### src/pkg/pwm_pkg.sv
// Purpose: Shared constants and carrier types for the six-channel PWM core.
// Assumes: 32-bit AXI4-Lite register bus, one word per register.
// Notes: Register offsets are byte addresses.
package pwm_pkg;

    localparam int NCH = 6;
    localparam int CW = 8;

    // ****************************************
    // Register offsets
    // ****************************************
    localparam logic [7:0] OFF_ENABLE = 8'h00;
    localparam logic [7:0] OFF_POLARITY = 8'h04;
    localparam logic [7:0] OFF_CLKSEL = 8'h08;
    localparam logic [7:0] OFF_PRESCALE = 8'h0c;
    localparam logic [7:0] OFF_ALIGN = 8'h10;
    localparam logic [7:0] OFF_CONTROL = 8'h14;
    localparam logic [7:0] OFF_SCALE_A = 8'h18;
    localparam logic [7:0] OFF_SCALE_B = 8'h1c;
    localparam logic [7:0] OFF_CNT0 = 8'h20;
    localparam logic [7:0] OFF_PER0 = 8'h40;
    localparam logic [7:0] OFF_DTY0 = 8'h60;

    // ****************************************
    // Field positions and reset values
    // ****************************************
    localparam int POS_PRE_A = 0;
    localparam int POS_PRE_B = 4;
    localparam int POS_FREEZE_GATE = 0;
    localparam int POS_IDLE_GATE = 1;
    localparam logic [7:0] RST_BYTE = 8'h00;
    localparam logic [1:0] RESP_OKAY = 2'b00;
    localparam logic [1:0] RESP_SLVERR = 2'b10;

    // Per-channel configuration carried into each channel timer.
    typedef struct packed {
        logic enable;
        logic polarity;
        logic center;
        logic [CW-1:0] period_buf;
        logic [CW-1:0] duty_buf;
    } chan_cfg_t;

    // One-cycle software events for a channel.
    typedef struct packed {
        logic cnt_wr;
        logic per_wr;
        logic dty_wr;
    } chan_evt_t;

    // Observable channel state.
    typedef struct packed {
        logic [CW-1:0] count;
        logic wave;
    } chan_stat_t;

endpackage : pwm_pkg

### src/core/pwm_channel.sv
// Purpose: One 8-bit PWM channel timer with double-buffered period and duty.
// Assumes: tick is a one-cycle enable pulse at the selected channel clock rate.
// Notes: Output flip-flop is kept as the waveform level itself.
`timescale 1ns/100ps
module pwm_channel (
    // Clock and reset
    input wire logic CLK,
    input wire logic NRST,
    // Control
    input wire logic tick,
    input wire pwm_pkg::chan_cfg_t cfg,
    input wire pwm_pkg::chan_evt_t evt,
    // State
    output pwm_pkg::chan_stat_t stat
);
    import pwm_pkg::*;

    logic [CW-1:0] cnt_r, per_r, dty_r;
    logic down_r, wave_r, armed_r;
    logic [CW-1:0] cnt_nxt, per_nxt, dty_nxt;
    logic down_nxt, wave_nxt;

    // Counting waits for the first tick after enabling, so a waveform starts on a clock edge.
    wire run = cfg.enable && armed_r && tick;
    wire left_end = !cfg.center && (per_r == 8'h00 || cnt_r + 8'h01 >= per_r);
    wire ctr_top = cfg.center && !down_r && (cnt_r + 8'h01 >= per_r);
    wire ctr_end = cfg.center && down_r && (cnt_r <= 8'h01);
    wire idle_zero = !cfg.enable && tick && per_r == 8'h00 && cnt_r != 8'h00;

    always_comb begin
        cnt_nxt = cnt_r;
        per_nxt = per_r;
        dty_nxt = dty_r;
        down_nxt = down_r;
        wave_nxt = wave_r;
        if (!cfg.enable) begin
            // Disabled: latches follow writes at once; counter holds, but clears on a tick once the period latch is zero.
            per_nxt = cfg.period_buf;
            dty_nxt = cfg.duty_buf;
        end
        if (evt.cnt_wr) begin
            cnt_nxt = 8'h00;
            down_nxt = 1'b0;
            per_nxt = cfg.period_buf;
            dty_nxt = cfg.duty_buf;
            wave_nxt = cfg.polarity;
        end else if (idle_zero) begin
            cnt_nxt = 8'h00;
        end else if (run) begin
            if (left_end) begin
                cnt_nxt = 8'h00;
                wave_nxt = cfg.polarity;
                per_nxt = cfg.period_buf;
                dty_nxt = cfg.duty_buf;
            end else if (ctr_end) begin
                cnt_nxt = 8'h00;
                down_nxt = 1'b0;
                per_nxt = cfg.period_buf;
                dty_nxt = cfg.duty_buf;
                wave_nxt = (cnt_r - 8'h01 == dty_r) ? !wave_r : wave_r;
            end else begin
                cnt_nxt = (cfg.center && down_r) ? cnt_r - 8'h01 : cnt_r + 8'h01;
                if (ctr_top) begin
                    down_nxt = 1'b1;
                end
                // Toggle when the count about to show equals duty.
                if (cnt_nxt == dty_r) begin
                    wave_nxt = !wave_r;
                end
            end
        end
    end

    always_ff @(posedge CLK) begin
        if (!NRST) begin
            cnt_r <= 8'h00;
            per_r <= 8'h00;
            dty_r <= 8'h00;
            down_r <= 1'b0;
            wave_r <= 1'b0;
            armed_r <= 1'b0;
        end else begin
            cnt_r <= cnt_nxt;
            per_r <= per_nxt;
            dty_r <= dty_nxt;
            down_r <= down_nxt;
            wave_r <= wave_nxt;
            armed_r <= cfg.enable && (armed_r || tick);
        end
    end

    assign stat.count = cnt_r;
    assign stat.wave = wave_r;

endmodule : pwm_channel

### src/core/pwm_core.sv
// Purpose: Six-channel 8-bit PWM with prescaled and scaled clocks, AXI4-Lite registers.
// Assumes: Single 125 MHz clock; slower clocks are one-cycle enable pulses.
// Notes: Outputs are registered; channel waveforms leave through PWM_OUT.
//
// Added by the designer: the register offsets and the AXI4-Lite slave port.
`timescale 1ns/100ps
module pwm_core (
    // Clock and reset
    input wire logic CLK,
    input wire logic NRST,
    // System
    input wire logic FREEZE,
    // AXI4-Lite write address
    input wire logic [7:0] S_AXI_AWADDR,
    input wire logic S_AXI_AWVALID,
    output logic S_AXI_AWREADY,
    // AXI4-Lite write data
    input wire logic [31:0] S_AXI_WDATA,
    input wire logic [3:0] S_AXI_WSTRB,
    input wire logic S_AXI_WVALID,
    output logic S_AXI_WREADY,
    // AXI4-Lite write response
    output logic [1:0] S_AXI_BRESP,
    output logic S_AXI_BVALID,
    input wire logic S_AXI_BREADY,
    // AXI4-Lite read address
    input wire logic [7:0] S_AXI_ARADDR,
    input wire logic S_AXI_ARVALID,
    output logic S_AXI_ARREADY,
    // AXI4-Lite read data
    output logic [31:0] S_AXI_RDATA,
    output logic [1:0] S_AXI_RRESP,
    output logic S_AXI_RVALID,
    input wire logic S_AXI_RREADY,
    // Waveforms
    output logic [pwm_pkg::NCH-1:0] PWM_OUT
);
    import pwm_pkg::*;

    // ****************************************
    // Register file
    // ****************************************
    logic [NCH-1:0] channel_enable_bit_r, channel_polarity_bit_r, channel_clock_sel_r, center_align_bit_r;
    logic [7:0] prescale_select_word_r, control_word_r, first_scale_value_r, second_scale_value_r;
    logic [CW-1:0] per_buf_r [NCH];
    logic [CW-1:0] dty_buf_r [NCH];

    // ****************************************
    // Bus slave
    // ****************************************
    logic [7:0] awaddr_r, araddr_r;
    logic aw_have_r, w_have_r;
    logic [31:0] wdata_r;
    logic [3:0] wstrb_r;

    wire do_write = aw_have_r && w_have_r && !S_AXI_BVALID;
    wire [7:0] wbyte = wstrb_r[0] ? wdata_r[7:0] : 8'h00;
    wire wlane = wstrb_r[0];

    function automatic logic hit(input logic [7:0] a, input logic [7:0] off);
        hit = (a == off);
    endfunction : hit

    // Channel register decode; returns index + valid.
    function automatic logic [3:0] chan_of(input logic [7:0] a, input logic [7:0] base);
        logic [7:0] d;
        d = a - base;
        chan_of = (a >= base && d[1:0] == 2'b00 && d[7:2] < 6'(NCH)) ? {1'b1, d[4:2]} : 4'h0;
    endfunction : chan_of

    wire [3:0] w_cnt = chan_of(awaddr_r, OFF_CNT0);
    wire [3:0] w_per = chan_of(awaddr_r, OFF_PER0);
    wire [3:0] w_dty = chan_of(awaddr_r, OFF_DTY0);
    wire [3:0] r_cnt = chan_of(S_AXI_ARADDR, OFF_CNT0);
    wire [3:0] r_per = chan_of(S_AXI_ARADDR, OFF_PER0);
    wire [3:0] r_dty = chan_of(S_AXI_ARADDR, OFF_DTY0);

    wire w_known = hit(awaddr_r, OFF_ENABLE) || hit(awaddr_r, OFF_POLARITY) || hit(awaddr_r, OFF_CLKSEL)
                   || hit(awaddr_r, OFF_PRESCALE) || hit(awaddr_r, OFF_ALIGN) || hit(awaddr_r, OFF_CONTROL)
                   || hit(awaddr_r, OFF_SCALE_A) || hit(awaddr_r, OFF_SCALE_B) || w_cnt[3] || w_per[3] || w_dty[3];

    always_ff @(posedge CLK) begin
        if (!NRST) begin
            aw_have_r <= 1'b0;
            w_have_r <= 1'b0;
            awaddr_r <= 8'h00;
            wdata_r <= 32'h0000_0000;
            wstrb_r <= 4'h0;
            S_AXI_AWREADY <= 1'b1;
            S_AXI_WREADY <= 1'b1;
            S_AXI_BVALID <= 1'b0;
            S_AXI_BRESP <= RESP_OKAY;
        end else begin
            if (S_AXI_AWVALID && S_AXI_AWREADY) begin
                aw_have_r <= 1'b1;
                awaddr_r <= S_AXI_AWADDR;
                S_AXI_AWREADY <= 1'b0;
            end
            if (S_AXI_WVALID && S_AXI_WREADY) begin
                w_have_r <= 1'b1;
                wdata_r <= S_AXI_WDATA;
                wstrb_r <= S_AXI_WSTRB;
                S_AXI_WREADY <= 1'b0;
            end
            if (do_write) begin
                aw_have_r <= 1'b0;
                w_have_r <= 1'b0;
                S_AXI_BVALID <= 1'b1;
                S_AXI_BRESP <= w_known ? RESP_OKAY : RESP_SLVERR;
            end
            if (S_AXI_BVALID && S_AXI_BREADY) begin
                S_AXI_BVALID <= 1'b0;
                S_AXI_AWREADY <= 1'b1;
                S_AXI_WREADY <= 1'b1;
            end
        end
    end

    // ****************************************
    // Register writes
    // ****************************************
    // Only byte lane 0 carries data; other lanes are read-as-zero.
    wire wr_en = do_write && wlane;
    wire wr_scale_a = wr_en && hit(awaddr_r, OFF_SCALE_A);
    wire wr_scale_b = wr_en && hit(awaddr_r, OFF_SCALE_B);

    always_ff @(posedge CLK) begin
        if (!NRST) begin
            channel_enable_bit_r <= '0;
            channel_polarity_bit_r <= '0;
            channel_clock_sel_r <= '0;
            center_align_bit_r <= '0;
            prescale_select_word_r <= RST_BYTE;
            control_word_r <= RST_BYTE;
            first_scale_value_r <= RST_BYTE;
            second_scale_value_r <= RST_BYTE;
        end else if (wr_en) begin
            if (hit(awaddr_r, OFF_ENABLE)) channel_enable_bit_r <= wbyte[NCH-1:0];
            if (hit(awaddr_r, OFF_POLARITY)) channel_polarity_bit_r <= wbyte[NCH-1:0];
            if (hit(awaddr_r, OFF_CLKSEL)) channel_clock_sel_r <= wbyte[NCH-1:0];
            if (hit(awaddr_r, OFF_ALIGN)) center_align_bit_r <= wbyte[NCH-1:0];
            if (hit(awaddr_r, OFF_PRESCALE)) prescale_select_word_r <= {1'b0, wbyte[6:4], 1'b0, wbyte[2:0]};
            if (hit(awaddr_r, OFF_CONTROL)) control_word_r <= {6'h00, wbyte[1:0]};
            if (wr_scale_a) first_scale_value_r <= wbyte;
            if (wr_scale_b) second_scale_value_r <= wbyte;
        end
    end

    // ****************************************
    // Clock generation
    // ****************************************
    // Prescaler input is gated so all derived clocks freeze together.
    wire freeze_gate_bit = control_word_r[POS_FREEZE_GATE];
    wire idle_gate = control_word_r[POS_IDLE_GATE] && (channel_enable_bit_r == '0);
    wire pre_run = !(freeze_gate_bit && FREEZE) && !idle_gate;

    logic [6:0] pre_cnt_r;
    always_ff @(posedge CLK) begin
        if (!NRST) pre_cnt_r <= 7'h00;
        else if (pre_run) pre_cnt_r <= pre_cnt_r + 7'h01;
    end

    // Rate 2^sel: tick when the low sel bits of the free counter are all ones.
    function automatic logic pre_tick(input logic [6:0] c, input logic [2:0] sel);
        logic [6:0] m;
        m = 7'((8'h01 << sel) - 8'h01);
        pre_tick = ((c & m) == m);
    endfunction : pre_tick

    wire first_prescale_sel_tick = pre_run && pre_tick(pre_cnt_r, prescale_select_word_r[POS_PRE_A +: 3]);
    wire second_prescale_sel_tick = pre_run && pre_tick(pre_cnt_r, prescale_select_word_r[POS_PRE_B +: 3]);

    logic [7:0] down_a_r, down_b_r;
    logic half_a_r, half_b_r;
    wire pulse_a = first_prescale_sel_tick && (down_a_r == 8'h01);
    wire pulse_b = second_prescale_sel_tick && (down_b_r == 8'h01);
    wire scaled_a_tick = pulse_a && half_a_r;
    wire scaled_b_tick = pulse_b && half_b_r;

    // Loading zero counts 256 steps through wrap to 0xff, giving the /512 rate.
    always_ff @(posedge CLK) begin
        if (!NRST) begin
            down_a_r <= 8'h00;
            down_b_r <= 8'h00;
            half_a_r <= 1'b0;
            half_b_r <= 1'b0;
        end else begin
            if (wr_scale_a) down_a_r <= wbyte;
            else if (pulse_a) down_a_r <= first_scale_value_r;
            else if (first_prescale_sel_tick) down_a_r <= down_a_r - 8'h01;
            if (wr_scale_b) down_b_r <= wbyte;
            else if (pulse_b) down_b_r <= second_scale_value_r;
            else if (second_prescale_sel_tick) down_b_r <= down_b_r - 8'h01;
            if (pulse_a) half_a_r <= !half_a_r;
            if (pulse_b) half_b_r <= !half_b_r;
        end
    end

    // ****************************************
    // Channels
    // ****************************************
    chan_stat_t stat [NCH];

    genvar g;
    generate
        for (g = 0; g < NCH; g = g + 1) begin : gen_ch
            wire grp_b = (g == 2) || (g == 3);
            wire t_pre = grp_b ? second_prescale_sel_tick : first_prescale_sel_tick;
            wire t_scl = grp_b ? scaled_b_tick : scaled_a_tick;
            wire ch_tick = channel_clock_sel_r[g] ? t_scl : t_pre;
            chan_cfg_t cfg;
            chan_evt_t evt;
            assign cfg.enable = channel_enable_bit_r[g];
            assign cfg.polarity = channel_polarity_bit_r[g];
            assign cfg.center = center_align_bit_r[g];
            assign cfg.period_buf = per_buf_r[g];
            assign cfg.duty_buf = dty_buf_r[g];
            assign evt.cnt_wr = wr_en && w_cnt[3] && (w_cnt[2:0] == 3'(g));
            assign evt.per_wr = wr_en && w_per[3] && (w_per[2:0] == 3'(g));
            assign evt.dty_wr = wr_en && w_dty[3] && (w_dty[2:0] == 3'(g));

            always_ff @(posedge CLK) begin
                if (!NRST) begin
                    per_buf_r[g] <= 8'h00;
                    dty_buf_r[g] <= 8'h00;
                end else begin
                    if (evt.per_wr) per_buf_r[g] <= wbyte;
                    if (evt.dty_wr) dty_buf_r[g] <= wbyte;
                end
            end

            pwm_channel u_ch (
                .CLK(CLK),
                .NRST(NRST),
                .tick(ch_tick),
                .cfg(cfg),
                .evt(evt),
                .stat(stat[g])
            );

            // Disabled channels hold low at the pin.
            always_ff @(posedge CLK) begin
                if (!NRST) PWM_OUT[g] <= 1'b0;
                else PWM_OUT[g] <= channel_enable_bit_r[g] && stat[g].wave;
            end
        end
    endgenerate

    // ****************************************
    // Read path
    // ****************************************
    logic [7:0] rbyte;
    logic r_known;
    always_comb begin
        rbyte = 8'h00;
        r_known = 1'b1;
        if (hit(S_AXI_ARADDR, OFF_ENABLE)) rbyte = 8'(channel_enable_bit_r);
        else if (hit(S_AXI_ARADDR, OFF_POLARITY)) rbyte = 8'(channel_polarity_bit_r);
        else if (hit(S_AXI_ARADDR, OFF_CLKSEL)) rbyte = 8'(channel_clock_sel_r);
        else if (hit(S_AXI_ARADDR, OFF_ALIGN)) rbyte = 8'(center_align_bit_r);
        else if (hit(S_AXI_ARADDR, OFF_PRESCALE)) rbyte = prescale_select_word_r;
        else if (hit(S_AXI_ARADDR, OFF_CONTROL)) rbyte = control_word_r;
        else if (hit(S_AXI_ARADDR, OFF_SCALE_A)) rbyte = first_scale_value_r;
        else if (hit(S_AXI_ARADDR, OFF_SCALE_B)) rbyte = second_scale_value_r;
        else if (r_cnt[3]) rbyte = stat[r_cnt[2:0]].count;
        else if (r_per[3]) rbyte = per_buf_r[r_per[2:0]];
        else if (r_dty[3]) rbyte = dty_buf_r[r_dty[2:0]];
        else r_known = 1'b0;
    end

    always_ff @(posedge CLK) begin
        if (!NRST) begin
            S_AXI_ARREADY <= 1'b1;
            S_AXI_RVALID <= 1'b0;
            S_AXI_RDATA <= 32'h0000_0000;
            S_AXI_RRESP <= RESP_OKAY;
        end else if (S_AXI_ARVALID && S_AXI_ARREADY) begin
            S_AXI_ARREADY <= 1'b0;
            S_AXI_RVALID <= 1'b1;
            S_AXI_RDATA <= {24'h000000, rbyte};
            S_AXI_RRESP <= r_known ? RESP_OKAY : RESP_SLVERR;
        end else if (S_AXI_RVALID && S_AXI_RREADY) begin
            S_AXI_RVALID <= 1'b0;
            S_AXI_ARREADY <= 1'b1;
        end
    end

endmodule : pwm_core

### config.mk
export PLATFORM = sky130hd
export DESIGN_NAME = pwm_core
export DESIGN_NICKNAME = d
export VERILOG_FILES = /design/src/pkg/pwm_pkg.sv /design/src/core/pwm_channel.sv /design/src/core/pwm_core.sv
export SDC_FILE = /design/constraint.sdc
export NUM_CORES = 1
export LEC_CHECK = 0
export BUFFER_PORTS_ARGS = -buffer_cell sky130_fd_sc_hd__buf_2
export CELL_PAD_IN_SITES_DETAIL_PLACEMENT = 2
export CELL_PAD_IN_SITES_GLOBAL_PLACEMENT = 2
export CORE_MARGIN = 4
export CORE_UTILIZATION = 38
export CTS_BUF_LIST = sky130_fd_sc_hd__clkbuf_16
export CTS_CLUSTER_SIZE = 25
export DETAILED_ROUTE_END_ITERATION = 10
export GPL_TIMING_DRIVEN = 0
export PLACE_DENSITY = 0.9
export SLEW_MARGIN = 5
export SYNTH_ARGS = -nofsm -noshare
export SYNTH_HDL_FRONTEND = slang
export SYNTH_SLANG_ARGS = --single-unit
### constraint.sdc
create_clock -name CLK -period 5.3 [get_ports CLK]
set_input_delay 0.265 -clock CLK [delete_from_list [all_inputs] [get_ports CLK]]
set_output_delay 0.265 -clock CLK [all_outputs]
set_load 0.005 [all_outputs]
==> out/metrics.yaml <==
status: "complete, but fails checks"
violations: "capacitance limit, slew limit"
cp.arrival_ps: 5470
drive_gt1_frac: 0.0758
fin_util: 0.438
critPathMaxFanout: 10
syn_area_mm2: 0.0225
synthArstFlopShare: 0
start_util: 0.387
cts_sinks: 371
via_count: 23400
drv_cap: 1
wl_per_cell_um: 31.4
cts_tree: "done"
yosysSeqAreaShare: 0.373
slew_viol_final: 7
fin_crit_sh: 0.945
r2r_slack_ps: 290
clock_latency_ps: 630
worstSetupPathType: "reg2reg"
vias_per_cell: 6.38
grt_pass1_wl_mm: 170
final_cell_mix: "416 x nor2_1, 275 x dfxtp_1, 269 x nand2_1"
yosysUniqueCellTypes: 93
cts.clk_slew.worst_paths_ps: 60
io_pins: 107
portBuffers: 48
worstPathRequired_ps: 5760
antenna_found_initial: 7
grt_usage: 0.352
intPower_mw: 5.01
grt_max_degree: 14
rows: 88
worst_setup_path_end_kind: "flop"
p_sw_frac: 0.313
setup_tns_ps: 0
grt.overflow.total: 0
syn_avg_cell_area_um2: 8.27
min_period_ps: 5010
die_x_um: 251
clockPowerShare: 0.429
clock_path_buffers: 3
drtIter0Drc: 2140
cts_buffers: 46
cts-htree-levels: 2
wirelength_mm: 115
fp.dieH_um: 251
seqPwrFrac: 0.436
drt_pre_antenna_iters: 6
comb_power_share: 0.136
synthToLayoutAreaGrowth_pct: 13.2
yosys_warnings: 0
grt_pass1_vias: 25300
hold_viol: 0
final_common_cell: "nor2_1"
finClkSkew_ps: 50.3
yosys_register_bits: 371
synth_top_flop_cell: "dfxtp_1"
fillCellCount: 6512
p_per_area_mw_per_mm2: 286
cts_root_buffer: "clkbuf_16"
drc_errors: 0
p_sw_mw: 2.28
slew_headroom: -0.0194
startpoint_type: "flop"
ant_nets: 0
dieArea_mm2: 0.0631
fmax_ghz: 0.200
synth_edf_count: 96
dp_hpwl_mm: 81.4
rsz0062_at_grt: "false"
globalplace.congestion: 1.03
worst_pin_slew_ps: 1520
vdd_drop_max_v: 0.000214
min_path_type: "in2reg"
core_area_mm2: 0.0581
setup_violations: 0
fin_nets: 3008
power.leakage_nw: 9.31
synthCells: 2721
-- worst paths after layout --
path / startpoint / end / cells after the start
worst max-delay path: gen_ch[5].u_ch.cnt_r[3] / gen_ch[5].u_ch.dty_r[0] / 15
worst min-delay path: S_AXI_AWVALID / S_AXI_AWREADY / 2
worst max register to register: gen_ch[5].u_ch.cnt_r[3] / gen_ch[5].u_ch.dty_r[0] / 15
worst min register to register: S_AXI_RDATA[7] / S_AXI_RDATA[7] / 2
-- metal layers --
| metal | part of all wire | global-route usage |
|---|---|---|
| met1 | 0.39 | 0.430 |
| met2 | 0.46 | 0.585 |
| met3 | 0.084 | 0.0722 |
| met4 | 0.063 | 0.188 |
| met5 | 0.0010 | 0 |
-- cells in the mapped netlist, types with 7 or more instances --
cell,instances,area (um2)
and3_1,23,144
nand2b_1,19,119
a2111oi_0,9,78.8
a21oi_1,214,1070
nor4_1,29,181
or3_1,33,206
inv_1,92,345
o22ai_1,14,87.6
a31oi_1,28,175
o211ai_1,18,135
a21o_1,13,97.6
and2_1,18,113
o211a_1,11,110
clkbuf_1,145,544
a22oi_1,11,82.6
nand3_1,78,390
o221ai_1,12,105
buf_2,13,65.1
nor3_1,52,260
mux4_2,12,270
dfxtp_1,275,5510
o31ai_1,8,60.1
nor2_1,416,1560
buf_1,9,33.8
nor2b_1,31,194
or2_2,9,56.3
edfxtp_1,96,2880
o21ai_0,128,641
xor2_1,59,517
a211o_1,11,96.3
o2111ai_1,7,61.3
nand3b_1,9,67.6
a211oi_1,33,248
ha_1,81,1010
mux2i_1,139,1390
a221oi_1,22,193
nor3b_1,10,75.1
nand2_1,269,1010
buf_4,27,203
mux2_2,14,158
xnor2_1,91,797
nand4_1,16,100
o21a_1,11,82.6
-- area by class of cell --
class                   instances  area (um2)  share of cell area
clock buffers                  46        1150              0.0452
repair buffers                 73         480              0.0189
inverters                      94         353              0.0139
well taps                     765         957              0.0376
flip-flops and latches        371        8390               0.329
plain buffers                 194         855              0.0336
multi-input cells            2087       13000               0.511
clock inverters                38         256              0.0101
diodes                          4        10.0            0.000393
-- what timing repair did --
| item | 4_1_cts | 5_1_grt |
|---|---|---|
| hold endpoints to repair | 21 | 0 |
| hold buffers | 21 | 0 |
| pin swaps | 0 | 1 |
| buffers inserted | 0 | 3 |
| gates resized for setup | 1 | 8 |
| cloned | 0 | 0 |
| endpoints found under the setup margin | 10 | 22 |
-- metrics by stage --
stage | setup slack (ps) | hold slack [ps] | area [um2] | total power, mW | std cells
2_1_floorplan | 1540 | 365 | 22600 | 3.77 | 2746
3_3_place_gp | 496 | 441 | 23800 | 4.02 | 3559
3_5_place_dp | 140 | 451 | 23800 | 4.10 | 3559
4_1_cts | 76.9 | 82.9 | 25400 | 7.17 | 3664
5_1_grt | 11.4 | 189 | 25500 | 7.47 | 3668
6_report | 290 | 147 | 25500 | 7.29 | 3672
-- flip-flops by register name, indices dropped and copies added (netlist names), 48 cells and up --
| signal | cells |
|---|---|
| gen_ch.u_ch.dty_r | 48 |
| dty_buf_r | 48 |
| per_buf_r | 48 |
| gen_ch.u_ch.per_r | 48 |
| gen_ch.u_ch.cnt_r | 48 |
-- power by group through the flow --
stage	Combinational, mW	Sequential (mW)	Clock (mW)
after floorplan	0.614	3.15	0
after global placement	0.817	3.20	0
after detailed placement	0.884	3.22	0
after CTS	0.932	3.16	3.08
after global routing	1.06	3.18	3.23
final	0.989	3.18	3.13
-- logic make-up after synthesis --
logic type               synth area share
AND/OR/NAND/NOR                     0.217
AO/OA/AOI/OAI                       0.173
flip-flops                          0.373
buffers and inverters              0.0533
multiplexers                       0.0809
XOR/XNOR                           0.0584
adder cells (fa/ha/maj)            0.0451
other                            0.000167
-- critical path, cell delays in order, from the launching register on --
cell       delay (ps)
dfxtp_1           320
clkbuf_1          450
and4_1            370
and2_1            150
clkbuf_1          260
xor2_1            260
ha_1              320
a2111oi_1         630
o21ai_0           220
a21o_1            230
a21oi_2           470
o211a_1           210
buf_2             250
buf_2             360
mux2i_1           280
nor2_1             80
Note: power is estimated with default switching activity, not from simulation.
